## src/hdl/lbps_pkg.sv

```systemverilog
package lbps_pkg;

  // clock and timing
  localparam int CLK_PERIOD_NS = 20;
  localparam int LEB_NS        = 300;
  localparam int LEB_CYC       = (LEB_NS + CLK_PERIOD_NS - 1) / CLK_PERIOD_NS;
  localparam int OLP_FORCE_NS  = 5000;
  localparam int OLP_FORCE_CYC = OLP_FORCE_NS / CLK_PERIOD_NS;
  localparam int OCP_DELAY_NS  = 1000;
  localparam int OCP_DELAY_CYC = OCP_DELAY_NS / CLK_PERIOD_NS;
  localparam int OLP_BLANK_OSC = 8192;
  localparam int AR_OSC        = 128;
  localparam int SYNC_W        = 7;

  // register bus
  localparam int        ADDR_W   = 4;
  localparam int        DATA_W   = 8;
  localparam logic [3:0] CTRL_OFS = 4'h0;
  localparam logic [3:0] STAT_OFS = 4'h4;
  localparam logic [3:0] MASK_OFS = 4'h8;
  localparam logic [3:0] LIVE_OFS = 4'hC;
  localparam logic [7:0] CTRL_RST = 8'h01;
  localparam logic [7:0] MASK_RST = 8'h00;

  // control bit
  localparam int CTRL_RUN = 0;

  // event bits, shared by status and mask
  localparam int NUM_EV = 4;
  localparam int EV_OVP = 0;
  localparam int EV_OCP = 1;
  localparam int EV_OLP = 2;
  localparam int EV_CS  = 3;

  // live state bits
  localparam int LV_OVP   = 0;
  localparam int LV_OCP   = 1;
  localparam int LV_FORCE = 2;
  localparam int LV_FAULT = 3;
  localparam int LV_ARMED = 4;
  localparam int LV_DIM   = 5;

  typedef struct packed {
    logic cs_over;
    logic fb_low;
    logic ovp_trip;
    logic ovp_below;
    logic fb_ocp;
  } lbps_cmp_t;

endpackage

```

## src/hdl/lbps_seq.sv

```systemverilog
// The placing of the registers and strobed register access were left to the implementer.
`timescale 1ns/10ps
module lbps_seq
  import lbps_pkg::*;
#(
  parameter int BLANK_OSC = OLP_BLANK_OSC
)
(
  input  wire logic              clk,
  input  wire logic              sys_rst,
  input  wire logic              clk_en,
  input  wire logic              osc_clk,
  input  wire logic              pwm_dim_input,
  input  wire lbps_cmp_t         cmp_in,
  input  wire logic [ADDR_W-1:0] reg_addr,
  input  wire logic [DATA_W-1:0] reg_wdata,
  input  wire logic              reg_wr,
  input  wire logic              reg_rd,
  output logic      [DATA_W-1:0] reg_rdata_q,
  output logic                   irq_q,
  output logic                   boost_gate_q,
  output logic                   dim_gate_q,
  output logic                   ea_connect_q,
  output logic                   fault_output_q,
  output logic                   fault_output_oe_q
);

  function automatic logic hit(input logic [ADDR_W-1:0] a,
                               input logic [ADDR_W-1:0] ofs);
    hit = (a == ofs);
  endfunction

  // two-flop synchronisers
  logic [SYNC_W-1:0] raw;
  logic [SYNC_W-1:0] sync1_q;
  logic [SYNC_W-1:0] sync2_q;
  logic              osc_prev_q;
  lbps_cmp_t         cmp_s;
  logic              dim_s;
  logic              osc_s;

  assign raw = {osc_clk, pwm_dim_input, cmp_in};

  genvar gi;
  generate
    for (gi = 0; gi < SYNC_W; gi++)
    begin : g_sync
      always_ff @(posedge clk)
      begin
        if (sys_rst)
        begin
          sync1_q[gi] <= 1'b0;
          sync2_q[gi] <= 1'b0;
        end
        else if (clk_en)
        begin
          sync1_q[gi] <= raw[gi];
          sync2_q[gi] <= sync1_q[gi];
        end
      end
    end
  endgenerate

  assign cmp_s = lbps_cmp_t'(sync2_q[4:0]);
  assign dim_s = sync2_q[5];
  assign osc_s = sync2_q[6];

  // oscillator edges
  wire osc_rise = osc_s & ~osc_prev_q;
  wire osc_fall = ~osc_s & osc_prev_q;

  // registers
  logic [DATA_W-1:0] ctrl_q;
  logic [NUM_EV-1:0] stat_q;
  logic [NUM_EV-1:0] mask_q;

  // protection state
  logic        armed_q;
  logic        ovp_q;
  logic        force_q;
  logic        fault_q;
  logic        ocp_off_q;
  logic [7:0]  olp_cnt_q;
  logic [13:0] blank_cnt_q;
  logic [5:0]  ocp_cnt_q;
  logic [7:0]  ar_cnt_q;
  logic [3:0]  leb_cnt_q;

  wire run = ctrl_q[CTRL_RUN];
  wire eff_dim = dim_s | force_q;
  wire olp_cond = armed_q & eff_dim & cmp_s.fb_low;
  wire drive_ok = run & eff_dim & ~ovp_q & ~ocp_off_q;
  wire leb_done = (leb_cnt_q == 4'(LEB_CYC));
  wire cs_trip = boost_gate_q & leb_done & cmp_s.cs_over;
  wire force_hit = (olp_cnt_q == 8'(OLP_FORCE_CYC));
  wire blank_hit = (blank_cnt_q == 14'(BLANK_OSC - 1));
  wire ocp_hit = (ocp_cnt_q == 6'(OCP_DELAY_CYC - 1));
  wire ar_hit = (ar_cnt_q == 8'(AR_OSC - 1));
  wire ovp_set = cmp_s.ovp_trip & ~ovp_q;

  // events
  logic [NUM_EV-1:0] ev;
  assign ev[EV_OVP] = ovp_set;
  assign ev[EV_OCP] = cmp_s.fb_ocp & ~ocp_off_q & ocp_hit;
  assign ev[EV_OLP] = olp_cond & ~ovp_q & osc_rise & blank_hit & ~fault_q;
  assign ev[EV_CS]  = cs_trip;

  // bus decode
  wire wr_ctrl = reg_wr & hit(reg_addr, CTRL_OFS);
  wire wr_stat = reg_wr & hit(reg_addr, STAT_OFS);
  wire wr_mask = reg_wr & hit(reg_addr, MASK_OFS);
  wire [NUM_EV-1:0] w1c = wr_stat ? reg_wdata[NUM_EV-1:0] : '0;
  wire [NUM_EV-1:0] stat_d = (stat_q & ~w1c) | ev;

  logic [DATA_W-1:0] live;
  assign live = {2'b00, eff_dim, armed_q, fault_q, force_q,
                 ocp_off_q, ovp_q};

  logic [DATA_W-1:0] rd_mux;
  assign rd_mux =
    hit(reg_addr, CTRL_OFS) ? ctrl_q :
    hit(reg_addr, STAT_OFS) ? {{(DATA_W-NUM_EV){1'b0}}, stat_q} :
    hit(reg_addr, MASK_OFS) ? {{(DATA_W-NUM_EV){1'b0}}, mask_q} :
    hit(reg_addr, LIVE_OFS) ? live :
    '0;

  // register file and interrupt
  always_ff @(posedge clk)
  begin
    if (sys_rst)
    begin
      ctrl_q      <= CTRL_RST;
      stat_q      <= '0;
      mask_q      <= MASK_RST[NUM_EV-1:0];
      irq_q       <= 1'b0;
      reg_rdata_q <= '0;
    end
    else if (clk_en)
    begin
      if (wr_ctrl)
        ctrl_q <= reg_wdata;
      if (wr_mask)
        mask_q <= reg_wdata[NUM_EV-1:0];
      stat_q      <= stat_d;
      irq_q       <= |(stat_d & mask_q);
      reg_rdata_q <= reg_rd ? rd_mux : '0;
    end
  end

  // oscillator edge history
  always_ff @(posedge clk)
  begin
    if (sys_rst)
      osc_prev_q <= 1'b0;
    else if (clk_en)
      osc_prev_q <= osc_s;
  end

  // arm on first dim high
  always_ff @(posedge clk)
  begin
    if (sys_rst)
      armed_q <= 1'b0;
    else if (clk_en && dim_s)
      armed_q <= 1'b1;
  end

  // over-voltage with hysteresis
  always_ff @(posedge clk)
  begin
    if (sys_rst)
      ovp_q <= 1'b0;
    else if (clk_en)
    begin
      if (cmp_s.ovp_trip)
        ovp_q <= 1'b1;
      else if (cmp_s.ovp_below)
        ovp_q <= 1'b0;
    end
  end

  // open string: forced dim after 5 us
  always_ff @(posedge clk)
  begin
    if (sys_rst)
    begin
      olp_cnt_q <= '0;
      force_q   <= 1'b0;
    end
    else if (clk_en)
    begin
      if (!olp_cond)
      begin
        olp_cnt_q <= '0;
        force_q   <= 1'b0;
      end
      else if (force_hit)
        force_q <= 1'b1;
      else
        olp_cnt_q <= olp_cnt_q + 8'h01;
    end
  end

  // open string: blanking in oscillator cycles
  always_ff @(posedge clk)
  begin
    if (sys_rst)
    begin
      blank_cnt_q <= '0;
      fault_q     <= 1'b0;
    end
    else if (clk_en)
    begin
      if (!olp_cond)
        blank_cnt_q <= '0;
      else if (osc_rise && !ovp_q)
      begin
        if (blank_hit)
          fault_q <= 1'b1;
        else
          blank_cnt_q <= blank_cnt_q + 14'h0001;
      end
    end
  end

  // led over-current: delay, shutdown, auto restart
  always_ff @(posedge clk)
  begin
    if (sys_rst)
    begin
      ocp_cnt_q <= '0;
      ar_cnt_q  <= '0;
      ocp_off_q <= 1'b0;
    end
    else if (clk_en)
    begin
      if (ocp_off_q)
      begin
        ocp_cnt_q <= '0;
        if (osc_rise)
        begin
          if (ar_hit)
            ocp_off_q <= 1'b0;
          else
            ar_cnt_q <= ar_cnt_q + 8'h01;
        end
      end
      else if (!cmp_s.fb_ocp)
        ocp_cnt_q <= '0;
      else if (ocp_hit)
      begin
        ocp_off_q <= 1'b1;
        ar_cnt_q  <= '0;
      end
      else
        ocp_cnt_q <= ocp_cnt_q + 6'h01;
    end
  end

  // boost switch with leading-edge blanking
  always_ff @(posedge clk)
  begin
    if (sys_rst)
    begin
      boost_gate_q <= 1'b0;
      leb_cnt_q    <= '0;
    end
    else if (clk_en)
    begin
      if (!drive_ok || cs_trip || osc_fall)
        boost_gate_q <= 1'b0;
      else if (osc_rise)
      begin
        boost_gate_q <= 1'b1;
        leb_cnt_q    <= '0;
      end
      else if (boost_gate_q && !leb_done)
        leb_cnt_q <= leb_cnt_q + 4'h1;
    end
  end

  // dim switch, error amp link, fault pin
  always_ff @(posedge clk)
  begin
    if (sys_rst)
    begin
      dim_gate_q        <= 1'b0;
      ea_connect_q      <= 1'b0;
      fault_output_q    <= 1'b0;
      fault_output_oe_q <= 1'b1;
    end
    else if (clk_en)
    begin
      dim_gate_q        <= drive_ok;
      ea_connect_q      <= run & eff_dim;
      fault_output_q    <= 1'b0;
      fault_output_oe_q <= ~fault_q;
    end
  end

endmodule

```

## config.mk

```make
export PLATFORM = sky130hd
export DESIGN_NAME = lbps_seq
export DESIGN_NICKNAME = d
export VERILOG_FILES = /design/src/hdl/lbps_pkg.sv /design/src/hdl/lbps_seq.sv
export SDC_FILE = /design/constraint.sdc
export NUM_CORES = 1
export LEC_CHECK = 0
export ABC_AREA = 1
export BUFFER_PORTS_ARGS = -buffer_cell sky130_fd_sc_hd__buf_2
export CORE_MARGIN = 10
export CORE_UTILIZATION = 50
export DETAILED_ROUTE_END_ITERATION = 10
export GPL_TIMING_DRIVEN = 0
export PLACE_DENSITY = 0.76
export SLEW_MARGIN = 20
export SYNTH_ARGS = -nofsm -noshare
export SYNTH_HDL_FRONTEND = slang
export SYNTH_SLANG_ARGS = --single-unit
```

## constraint.sdc

```tcl
create_clock -name clk -period 1.9 [get_ports clk]
set_input_delay 0.095 -clock clk [delete_from_list [all_inputs] [get_ports clk]]
set_output_delay 0.095 -clock clk [all_outputs]
set_load 0.005 [all_outputs]
```

==> impl_metrics.yaml, run 1 <==
clocking:
  cts_tree: "yes"
  clock_sink_count: 89
  clock-root-buffer: "sky130_fd_sc_hd__clkbuf_8"
  insertion_delay_ns: 0.36
  cts_setup_buffers: 0
  cts_max_level: 3
  clock_slew_at_reported_path_ffs_ns: 0.08
  cts-buffers-inserted: 9
  cts.path.max_buffers: 2
die:
  design.die.area_um2: 12700
  ios: 38
  starting_utilization_of_the_core_area_pct: 51.8
  fp-row-count: 33
  floorplan.core_area_um2: 8260
  dieHeight_um: 113
  die_x_um: 113
synthesis:
  syn-cell-area_um2: 4280
  synth_compound_gate_area_share_pct: 15.6
  postSynthRegisterBits: 89
  largest_family_of_logic_cells_by_synthesized_area: "simple AND/OR/NAND/NOR gates"
  area_share_of_the_leading_cell_type_in_the_synthesized_netlist_pct: 41.6
  synth.yosys.warnings: 0
  synth_fp_nets: 648
  post_synth_xor_area_fraction_pct: 1.64
  ys_top_cells_by_area: "sky130_fd_sc_hd__dfxtp_1 (42%), sky130_fd_sc_hd__nand2_1 (10%), sky130_fd_sc_hd__nor2_1 (9.0%)"
  synthSimpleGateAreaFrac_pct: 31.0
  synthCells: 617
  syn_avg_cell_area_um2: 6.94
  synthDistinctLibCells: 41
  synth.mux.area_fraction_pct: 0
  yosys.area_share.adder_pct: 2.05
  synth_top_area_cell: "sky130_fd_sc_hd__dfxtp_1"
  synth-seq-area-share_pct: 41.6
setup_path:
  cp_slowest_stage_delay_ns: 0.35
  critical_path.reg2reg.startpoint: "force_q$_SDFFE_PP0P_"
  crit_path_cell_trace: "inv_1 > nand2_1 > inv_1 > nor2_1 > nand3_1 > nor2_2 > nand2_1 > nand2_1 > a21oi_1"
  rr_endpoint: "leb_cnt_q[2]$_SDFFE_PP0P_"
  kind_of_start_point_of_the_critical_path: "register"
  required_ns: 2.12
  crit_path_start: "force_q$_SDFFE_PP0P_"
  critical_path.slowest_cell: "sky130_fd_sc_hd__dfxtp_1"
  worstSetupEndpoint: "leb_cnt_q[2]$_SDFFE_PP0P_"
  ff2ff_path_depth: 9
  worstSetupPathType: "reg -> reg"
  critPathMostFrequentCell: "sky130_fd_sc_hd__nand2_1"
  worst-r2r-setup-slack_ns: 0.13
  arrival_ns: 1.99
  cp_max_fo: 6
  cp-end-kind: "register"
sta:
  timing_max_transition_violations_final: 0
  setup-violations-final: 0
  layout_worst_path_cycle_share_pct: 93.3
  fin_worst_skew_ns: 0.0141
  final.setup.tns_ns: 0
  max_slew_margin_vs_limit_pct: 61.0
  grt_setup_unrepaired: "no"
  finalHoldViolCount: 0
  period_needed_ns: 1.77
  achievable-frequency_mhz: 564
  tightest_slew_ns: 0.585
  finalWorstSetupSlack_ns: 0.127
grt:
  gr-usage-all-layers_pct: 16.5
  grt_first_pass_wirelength_um: 17700
  first_global_vias: 3838
  grt_max_degree: 15
  grt_overflow_total: 0
  number_of_antenna_violations_at_the_first_check_in_global_routing: 0
cells_and_area:
  synthToLayoutAreaGrowth_pct: 14.2
  final_cell_count_no_fill: 781
  multi_input_area_um2: 2160
  ff_latch_area_um2: 1780
  final_layout_size_suffix_gt1_share_pct: 11.8
  n_antenna_cell: 0
  filler_cell_count: 799
  layout.nets: 704
  final_core_util_pct: 59.2
place:
  port_buffers: 34
  finalWeightedCongestion: 0.924
  placed_cells_incl_taps: 756
  detailed_place_hpwl_um: 7850
  detailedPlace.worstSlack_ns: 0.0984
run:
  max_cap_viol_count: 0
detailed_routing:
  route.vias.total: 4134
  detail_route.drc_violations: 0
  route.final.wire_length_um: 10600
  dr_pass1_iterations: 6
  detail_route.wl_per_cell_um: 13.6
  final_antenna_net_count: 0
  drt-vias-per-instance: 5.29
  detailedRoute.firstIterationViolations: 348
worst_hold_path:
  timing.hold.worst.class: "in -> reg"
run_status:
  outcome: "finished, final reports clean"
pwr:
  totalPowerFinal_w: 0.00353
  p_per_area_nw_per_um2: 721
  ir_worst_vdd_uv: 561
  power.static_leakage_nw: 1.95
==> Yosys cell counts <==
cell / n
sky130_fd_sc_hd__a21oi_2: 2
sky130_fd_sc_hd__buf_4: 3
sky130_fd_sc_hd__nand3b_1: 2
sky130_fd_sc_hd__nand3_2: 2
sky130_fd_sc_hd__a211o_1: 1
sky130_fd_sc_hd__nand4_2: 1
sky130_fd_sc_hd__a22oi_1: 2
sky130_fd_sc_hd__nand4_1: 13
sky130_fd_sc_hd__xor2_1: 8
sky130_fd_sc_hd__inv_1: 63
sky130_fd_sc_hd__nand2_1: 116
sky130_fd_sc_hd__buf_6: 1
sky130_fd_sc_hd__buf_1: 3
sky130_fd_sc_hd__nand3_1: 36
sky130_fd_sc_hd__inv_2: 2
sky130_fd_sc_hd__clkinv_1: 1
sky130_fd_sc_hd__conb_1: 1
sky130_fd_sc_hd__o211ai_1: 1
sky130_fd_sc_hd__clkinv_2: 1
sky130_fd_sc_hd__and2_1: 1
sky130_fd_sc_hd__dfxtp_1: 89
sky130_fd_sc_hd__nor3b_1: 1
sky130_fd_sc_hd__nor2_2: 3
sky130_fd_sc_hd__o21bai_1: 2
sky130_fd_sc_hd__nor3_1: 10
sky130_fd_sc_hd__clkbuf_1: 8
sky130_fd_sc_hd__o21ai_0: 45
sky130_fd_sc_hd__o21a_1: 3
sky130_fd_sc_hd__or2_4: 1
sky130_fd_sc_hd__nor2_1: 103
sky130_fd_sc_hd__nand2_4: 2
sky130_fd_sc_hd__buf_2: 3
sky130_fd_sc_hd__a221oi_1: 2
sky130_fd_sc_hd__a21oi_1: 66
sky130_fd_sc_hd__or2_2: 2
sky130_fd_sc_hd__nand2_2: 3
sky130_fd_sc_hd__nor2_4: 3
sky130_fd_sc_hd__or2_0: 1
sky130_fd_sc_hd__o31ai_1: 1
sky130_fd_sc_hd__ha_1: 7
sky130_fd_sc_hd__or2_1: 2
==> worst max-delay path, delay by kind of cell, from the launching register on <==
kind / cells / cell delay, ns
simple gates: 6 / 1.08
flops: 1 / 0.35
buf+inv: 2 / 0.15
compound gates: 1 / 0.07
==> power by group <==
part | switching [W] | internal [W] | total (W) | leakage, nW
Clock | 0.000675 | 0.000634 | 0.00131 | 0.0909
Sequential | 0.0000241 | 0.00190 | 0.00193 | 0.723
Combinational | 0.000188 | 0.000101 | 0.000289 | 1.13
Total | 0.000888 | 0.00264 | 0.00353 | 1.95
==> cell families (layout without fill, tap and decap cells) <==
family / after synthesis / after routing
AND/OR/NAND/NOR: 302 / 302
AO/OA/AOI/OAI: 125 / 125
flip-flops: 89 / 89
buffers and inverters: 85 / 144
XOR/XNOR: 8 / 8
adder cells (fa/ha/maj): 7 / 7
other: 1 / 1
==> cell usage in the layout (no fill, tap or decap), types with 3 or more instances in the layout <==
master                          netlist  final
sky130_fd_sc_hd__nor3_1              10     10
sky130_fd_sc_hd__dfxtp_1             89     88
sky130_fd_sc_hd__clkbuf_1             8      8
sky130_fd_sc_hd__nand4_1             13     13
sky130_fd_sc_hd__nor2_2               3      4
sky130_fd_sc_hd__nand2_2              3      3
sky130_fd_sc_hd__o21ai_0             45     45
sky130_fd_sc_hd__o21a_1               3      3
sky130_fd_sc_hd__ha_1                 7      6
sky130_fd_sc_hd__clkbuf_8             0     10
sky130_fd_sc_hd__nor2_1             103    102
sky130_fd_sc_hd__dlygate4sd3_1        0     11
sky130_fd_sc_hd__nand3_1             36     36
sky130_fd_sc_hd__inv_1               63     63
sky130_fd_sc_hd__buf_4                3      3
sky130_fd_sc_hd__nor2_4               3      3
sky130_fd_sc_hd__nand2_1            116    116
sky130_fd_sc_hd__xor2_1               8      8
sky130_fd_sc_hd__a21oi_1             66     66
sky130_fd_sc_hd__buf_2                3     37
sky130_fd_sc_hd__buf_1                3      3
==> flip-flops by register name, summed over array words and instances (netlist names), 4 cells and up <==
name         cells
ar_cnt_q         8
blank_cnt_q     14
cmp_s            5
ctrl_q           8
leb_cnt_q        4
mask_q           4
ocp_cnt_q        6
olp_cnt_q        8
reg_rdata_q      8
stat_q           4
sync1_q          7
==> through the flow <==
| step | cell area [µm²] | hold WS (ns) |
|---|---|---|
| final | 4890 | 0.0204 |
| after global routing | 4890 | 0.0133 |
| after CTS | 4880 | 0.00630 |
| after detailed placement | 4580 | 0.323 |
| after global placement | 4580 | 0.317 |
| after floorplan | 4280 | 0.221 |
==> per-layer routing <==
layer	vias up	part of all wire (%)	track usage (%)
met5	-	0	0
met4	0	2.2	6.51
met2	119	47	27.1
li1	2115	-	-
met3	19	5.1	3.73
met1	1881	46	20.3
==> worst min-delay path by stage <==
stage,start,end,cells after the start
after global routing,reg_wdata[0],ctrl_q[0]$_SDFFE_PP1P_,3
final,reg_wdata[0],ctrl_q[0]$_SDFFE_PP1P_,3
after global placement,cmp_in[3],sync1_q[3]$_SDFFE_PP0P_,3
after detailed placement,reg_wdata[4],ctrl_q[4]$_SDFFE_PP0P_,3
after CTS,reg_wdata[0],ctrl_q[0]$_SDFFE_PP1P_,3
after floorplan,reg_wdata[0],ctrl_q[0]$_SDFFE_PP1P_,2
==> repair_timing <==
action / 4_1_cts / 5_1_grt
endpoints found under the hold margin: 11 / 0
resized for setup: 0 / 3
endpoints found under the setup margin: 0 / 17
hold buffers: 11 / 0
==> final cells by class <==
type,count,area share (%)
multi-input cells,443,44.2
flip-flops and latches,89,36.5
repair buffers,45,5.73
inverters,67,5.17
clock buffers,10,2.81
well taps,105,2.69
plain buffers,18,1.84
clock inverters,4,1.10
Note: power is estimated with default switching activity, not from simulation.
==> run 2: changes to the inputs <==
--- a/config.mk
+++ b/config.mk
@@ -5,7 +5,6 @@
 export SDC_FILE = /design/constraint.sdc
 export NUM_CORES = 1
 export LEC_CHECK = 0
-export ABC_AREA = 1
 export BUFFER_PORTS_ARGS = -buffer_cell sky130_fd_sc_hd__buf_2
 export CORE_MARGIN = 10
 export CORE_UTILIZATION = 50
==> run 2 against run 1 <==
Effect of this change:
- area after synthesis down 6.2%
- power down 1.2%
- worst hold slack about the same
- largest power group unchanged
- clock-buffer cell count up 1
- worst setup slack worse by 0.10 ns
- sequential share of layout area up 0.63 points
- sequential cell count unchanged
- register-to-register slack worse by 0.10 ns
- utilization up 3.5 points
- sequential power about the same
- final cell count down 20%
==> impl_metrics.yaml, run 2 <==
run_status:
  outcome: "finished, final reports clean"
pwr:
  ir_worst_vdd_uv: 524
  p_per_area_nw_per_um2: 715
  power.static_leakage_nw: 1.88
  totalPowerFinal_w: 0.00348
detailed_routing:
  met3_wirelength_um: 658
  route.vias.total: 3523
  m1WireLength_um: 4210
  drt-vias-per-instance: 5.61
  detail_route.drc_violations: 0
  dr_pass1_iterations: 4
  detail_route.wl_per_cell_um: 16.0
  detailroute.wirelength.met2_um: 5010
  final_antenna_net_count: 0
  route.final.wire_length_um: 10000
  highest_layer: "met4"
  detailedRoute.firstIterationViolations: 193
place:
  detailed_place_hpwl_um: 6870
  port_buffers: 34
  placed_cells_incl_taps: 588
  finalWeightedCongestion: 0.836
setup_path:
  worstSetupPathType: "reg -> reg"
  required_ns: 2.17
  cp-end-kind: "register"
  crit_path_cell_trace: "nand4_4 > or4_1 > buf_6 > o41a_1 > a311oi_1"
  critical_path.reg2reg.startpoint: "blank_cnt_q[5]$_SDFFE_PP0P_"
  timing.critical_path.buf_inv: 1
  arrival_ns: 2.15
  crit_path_start: "blank_cnt_q[5]$_SDFFE_PP0P_"
  cp_max_fo: 6
  critical_path.slowest_cell: "sky130_fd_sc_hd__or4_1"
  critical-path-top-delay-family: "simple AND/OR/NAND/NOR gates"
  cp_slowest_stage_delay_ns: 0.55
  kind_of_start_point_of_the_critical_path: "register"
worst_hold_path:
  timing.hold.worst.class: "in -> reg"
  timing.hold.worst.start: "reg_wdata[0]"
cells_and_area:
  layout_common_cells: "sky130_fd_sc_hd__nor2_1 (85), sky130_fd_sc_hd__dfxtp_1 (80), sky130_fd_sc_hd__buf_2 (34), sky130_fd_sc_hd__nand2_1 (33), sky130_fd_sc_hd__mux2i_1 (31)"
  n_antenna_cell: 0
  largest_register: "blank_cnt_q"
  largest_register_ffs: 14
  final_core_util_pct: 62.8
  layout.nets: 552
  final_layout_size_suffix_gt1_share_pct: 18.3
  most_common_library_cell_in_the_layout_ignoring_fill_and_taps: "sky130_fd_sc_hd__nor2_1"
  final_cell_count_no_fill: 628
  synthToLayoutAreaGrowth_pct: 21.4
sta:
  period_needed_ns: 1.88
  layout_worst_path_cycle_share_pct: 98.8
  achievable-frequency_mhz: 533
  grt_setup_unrepaired: "yes"
  tightest_slew_ns: 0.731
  max_slew_margin_vs_limit_pct: 51.3
  final.setup.tns_ns: 0
  setup-violations-final: 0
  timing_max_transition_violations_final: 0
  finalHoldViolCount: 0
  fin_worst_skew_ns: 0.00620
die:
  die_x_um: 110
  fp-row-count: 32
  ios: 38
  floorplan.core_area_um2: 7770
  design.die.area_um2: 12000
  dieHeight_um: 110
  starting_utilization_of_the_core_area_pct: 51.7
clocking:
  cts.path.max_buffers: 2
  clock-root-buffer: "sky130_fd_sc_hd__clkbuf_8"
  cts_max_level: 3
  clock_sink_count: 89
  clock_slew_at_reported_path_ffs_ns: 0.09
  cts-buffers-inserted: 9
  cts_tree: "yes"
  insertion_delay_ns: 0.36
grt:
  number_of_antenna_violations_at_the_first_check_in_global_routing: 0
  gr-usage-all-layers_pct: 16.5
  grt_overflow_total: 0
  grt_first_pass_wirelength_um: 16000
  grt_max_degree: 16
  first_global_vias: 3330
synthesis:
  postSynth.asyncResetShare_pct: 0
  area_share_of_the_leading_cell_type_in_the_synthesized_netlist_pct: 44.4
  synth_fp_nets: 483
  syn_avg_cell_area_um2: 8.89
  most_frequent_cell_after_synthesis: "sky130_fd_sc_hd__dfxtp_1"
  postSynthRegisterBits: 89
  synth-edff-count: 0
  syn-cell-area_um2: 4020
  synth-main-ff-cell: "sky130_fd_sc_hd__dfxtp_1"
  synthDistinctLibCells: 54
  synth_top_area_cell: "sky130_fd_sc_hd__dfxtp_1"
  synthCells: 452
  synth_common_cells: "sky130_fd_sc_hd__dfxtp_1 (89), sky130_fd_sc_hd__nor2_1 (85), sky130_fd_sc_hd__nand2_1 (34), sky130_fd_sc_hd__mux2i_1 (31), sky130_fd_sc_hd__a21oi_1 (21)"
  synth-seq-area-share_pct: 44.4
  synth.yosys.warnings: 0
  ys_top_cells_by_area: "sky130_fd_sc_hd__dfxtp_1 (44%), sky130_fd_sc_hd__nor2_1 (7.9%), sky130_fd_sc_hd__mux2i_1 (7.7%)"
run:
  max_cap_viol_count: 0
## run 2: final cells by class
cell class	count	area, µm²
Buffer	21	91.3
Clock buffer	11	151
Clock inverter	5	62.6
Fill cell	658	2890
Inverter	9	33.8
Multi-Input combinational cell	332	2220
Sequential cell	89	1810
Tap cell	102	128
Timing Repair Buffer	59	385
## run 2: metal layers
metal / vias up / global-route usage (%)
met5: - / 0
met4: 0 / 5.30
met3: 10 / 3.63
met2: 92 / 27.9
met1: 1684 / 20.4
li1: 1737 / -
## run 2: cells by family (layout without fill, tap and decap cells)
logic type / Yosys count / in the layout / share of synthesized area [%]
buffers and inverters: 31 / 105 / 3.02
AOI/OAI and AO/OA: 72 / 72 / 11.8
DFF: 89 / 89 / 44.4
and+or+nand+nor: 192 / 192 / 23.1
other: 1 / 1 / 0.0934
adders and majority gates: 7 / 7 / 2.18
xor gates and xnor gates: 25 / 25 / 5.45
muxes: 35 / 35 / 9.97
## run 2: path summary, 6_finish.rpt
kind | end | slack, ns | cells after the start
worst min register to register | dim_gate_q$_SDFFE_PP0P_ | 0.47 | 2
worst max register to register | irq_q$_SDFFE_PP0P_ | 0.02 | 5
worst max-delay path | irq_q$_SDFFE_PP0P_ | 0.02 | 5
worst min-delay path | mask_q[0]$_SDFFE_PP0P_ | 0.02 | 3
## run 2: timing repair
action                                  4_1_cts  5_1_grt
endpoints found under the setup margin       19       24
gates cloned                                  0        0
hold buffers                                 11        0
pin swaps                                     4       10
gates resized for setup                      18       21
buffers inserted                              6        8
hold endpoints to repair                     11        0
## run 2: tightest hold or removal path: stages
cell	delay, ns
sky130_fd_sc_hd__buf_2	0.11
sky130_fd_sc_hd__mux2i_1	0.07
sky130_fd_sc_hd__nor2_1	0.07
## run 2: per-stage QoR
| step | setup slack, ns | hold WS, ns | area [µm²] |
|---|---|---|---|
| final | 0.0224 | 0.0199 | 4880 |
| after global routing | -0.0284 | 0.0349 | 4880 |
| after CTS | 0.0219 | 0.0139 | 4740 |
| after global placement | -0.326 | 0.326 | 4310 |
| after floorplan | -0.0412 | 0.239 | 4020 |
| after detailed placement | -0.314 | 0.336 | 4310 |
## run 2: power breakdown
part	switching, W	leakage [nW]	internal (W)	total [W]
Sequential	0.0000187	0.726	0.00188	0.00190
Combinational	0.000127	1.06	0.0000897	0.000216
Clock	0.000685	0.102	0.000686	0.00137
Total	0.000830	1.88	0.00265	0.00348
==> run 3: changes to the inputs <==
--- a/config.mk
+++ b/config.mk
@@ -11,6 +11,7 @@
 export DETAILED_ROUTE_END_ITERATION = 10
 export GPL_TIMING_DRIVEN = 0
 export PLACE_DENSITY = 0.76
+export REMOVE_ABC_BUFFERS = 1
 export SLEW_MARGIN = 20
 export SYNTH_ARGS = -nofsm -noshare
 export SYNTH_HDL_FRONTEND = slang
==> run 3 against run 2 <==
Effect of this change:
- via count shrank 3.9%
- critical path depth stayed put
- worst setup slack gained 0.040 ns
- wire length down 9.8%
- worst hold slack about the same
- sequential cell count stayed put
- final cell count down 3.5%
- critical path type unchanged
- largest power group unchanged
- first-iteration DRC count fell by 11%
- clock power is 6% higher
- die area unchanged
- sequential power is essentially flat
- power increased by 1.9%
==> impl_metrics.yaml, run 3 (synthesized netlist as in run 2, its figures left out) <==
setup_path:
  required_ns: 2.17
  cp_max_fo: 5
  rr_endpoint: "blank_cnt_q[13]$_SDFFE_PP0P_"
  crit_path_start: "force_q$_SDFFE_PP0P_"
  critical_path.reg2reg.startpoint: "force_q$_SDFFE_PP0P_"
  worstSetupEndpoint: "blank_cnt_q[13]$_SDFFE_PP0P_"
  ff2ff_path_depth: 5
  worstSetupPathType: "reg -> reg"
  kind_of_start_point_of_the_critical_path: "register"
  worst-r2r-setup-slack_ns: 0.06
  arrival_ns: 2.11
  cp-end-kind: "register"
die:
  fp-row-count: 32
  floorplan.core_area_um2: 7770
  dieHeight_um: 110
  starting_utilization_of_the_core_area_pct: 51.7
  ios: 38
  die_x_um: 110
  design.die.area_um2: 12000
pwr:
  p_per_area_nw_per_um2: 749
  power.static_leakage_nw: 1.85
  ir_worst_vdd_uv: 322
sta:
  finalHoldViolCount: 0
  grt_setup_unrepaired: "no"
  setup-violations-final: 0
  tightest_slew_ns: 0.701
  achievable-frequency_mhz: 544
  max_slew_margin_vs_limit_pct: 52.9
  timing_max_transition_violations_final: 0
  layout_worst_path_cycle_share_pct: 96.7
  period_needed_ns: 1.84
  fin_worst_skew_ns: 0.00801
worst_hold_path:
  timing.hold.worst.start: "cmp_in[4]"
  timing.hold.worst.class: "in -> reg"
  min_path_cells: 3
place:
  placed_cells_incl_taps: 568
  port_buffers: 36
  detailed_place_hpwl_um: 6010
  postPlaceCellArea_um2: 4240
  finalWeightedCongestion: 0.790
cells_and_area:
  largest_register_ffs: 14
  final_cell_count_no_fill: 606
  n_antenna_cell: 0
  synthToLayoutAreaGrowth_pct: 17.9
  layout.nets: 530
  final_layout_size_suffix_gt1_share_pct: 17.5
  layout_common_cells: "sky130_fd_sc_hd__nor2_1 (85), sky130_fd_sc_hd__dfxtp_1 (80), sky130_fd_sc_hd__nand2_1 (34), sky130_fd_sc_hd__buf_2 (34), sky130_fd_sc_hd__mux2i_1 (31)"
  most_common_library_cell_in_the_layout_ignoring_fill_and_taps: "sky130_fd_sc_hd__nor2_1"
  layout.cell_area.non_filler_um2: 4740
  largest_register: "blank_cnt_q"
clocking:
  insertion_delay_ns: 0.35
  cts_max_level: 3
  cts-buffers-inserted: 9
  cts_tree: "yes"
  clock-root-buffer: "sky130_fd_sc_hd__clkbuf_8"
  clock_slew_at_reported_path_ffs_ns: 0.09
  cts.path.max_buffers: 2
  clock_sink_count: 89
grt:
  grt_max_degree: 63
  first_global_vias: 3239
  grt_use_met2_pct: 25.5
  gr-usage-met3_pct: 3.74
  number_of_antenna_violations_at_the_first_check_in_global_routing: 0
  grt_most_used_layer: "met2"
  global_route.usage.met1_pct: 17.9
  gr-usage-all-layers_pct: 14.9
  grt_first_pass_wirelength_um: 14700
  grt_overflow_total: 0
run:
  max_cap_viol_count: 0
detailed_routing:
  route.final.wire_length_um: 9030
  dr_pass1_iterations: 4
  detailedRoute.firstIterationViolations: 171
  detail_route.wl_per_cell_um: 14.9
  detail_route.drc_violations: 0
  final_antenna_net_count: 0
  route.vias.total: 3387
  drt-vias-per-instance: 5.59
run_status:
  outcome: "finished, final reports clean"
run 3: area by class of cell:
type                       count  area, µm²
fill                         649       3030
multi-input combinational    332       2180
sequential                    89       1790
timing repair buffer          58        375
clock buffer                  10        138
tap                          102        128
clock inverter                 6       90.1
inverter                       9       33.8
run 3: worst min path at each step:
stage / slack [ns] / to
floorplan: 0.16 / blank_cnt_q[0]$_SDFFE_PP0P_
global placement: 0.33 / ctrl_q[4]$_SDFFE_PP0P_
detailed placement: 0.34 / ctrl_q[5]$_SDFFE_PP0P_
CTS: 0.01 / sync1_q[4]$_SDFFE_PP0P_
global route: 0.02 / mask_q[0]$_SDFFE_PP0P_
finish: 0.02 / sync1_q[4]$_SDFFE_PP0P_
run 3: report_power, final:
| group | switching (W) | internal (W) | total [W] |
|---|---|---|---|
| clock network | 0.000671 | 0.000781 | 0.00145 |
| registers | 0.0000170 | 0.00189 | 0.00190 |
| logic | 0.000113 | 0.0000807 | 0.000194 |
| total | 0.000802 | 0.00275 | 0.00355 |
run 3: critical path: stages, from the launching register on:
cell,delay [ns]
sky130_fd_sc_hd__dfxtp_1,0.35
sky130_fd_sc_hd__o211ai_1,0.34
sky130_fd_sc_hd__nand2_1,0.15
sky130_fd_sc_hd__a2111o_1,0.46
sky130_fd_sc_hd__or3_1,0.31
sky130_fd_sc_hd__a21oi_1,0.15
run 3: through the flow:
stage	TNS, ns	setup slack [ns]	hold WS, ns	util, %	total power [W]
after floorplan	0	0.0110	0.164	-	0.00202
after global placement	-11.42	-0.502	0.326	54.5	0.00211
after detailed placement	-14.38	-0.574	0.337	54.5	0.00212
after CTS	0	0.0124	0.00964	59.9	0.00357
after global routing	0	0.00553	0.0171	61.0	0.00368
final	0	0.0623	0.0200	61.0	0.00355
run 3: per-layer routing:
metal	share of wire, %	up-vias	routed length, µm
met3	5.6	13	509
li1	-	1688	-
met4	1.3	0	113
met5	0	-	0
met2	48	73	4350
met1	45	1613	4060
run 3: repair_timing:
action / 4_1_cts / 5_1_grt
endpoints found under the hold margin: 10 / 0
setup endpoints to repair: 43 / 17
gates resized for setup: 13 / 9
hold buffers: 10 / 0
pin swaps: 5 / 8
setup buffers: 5 / 7
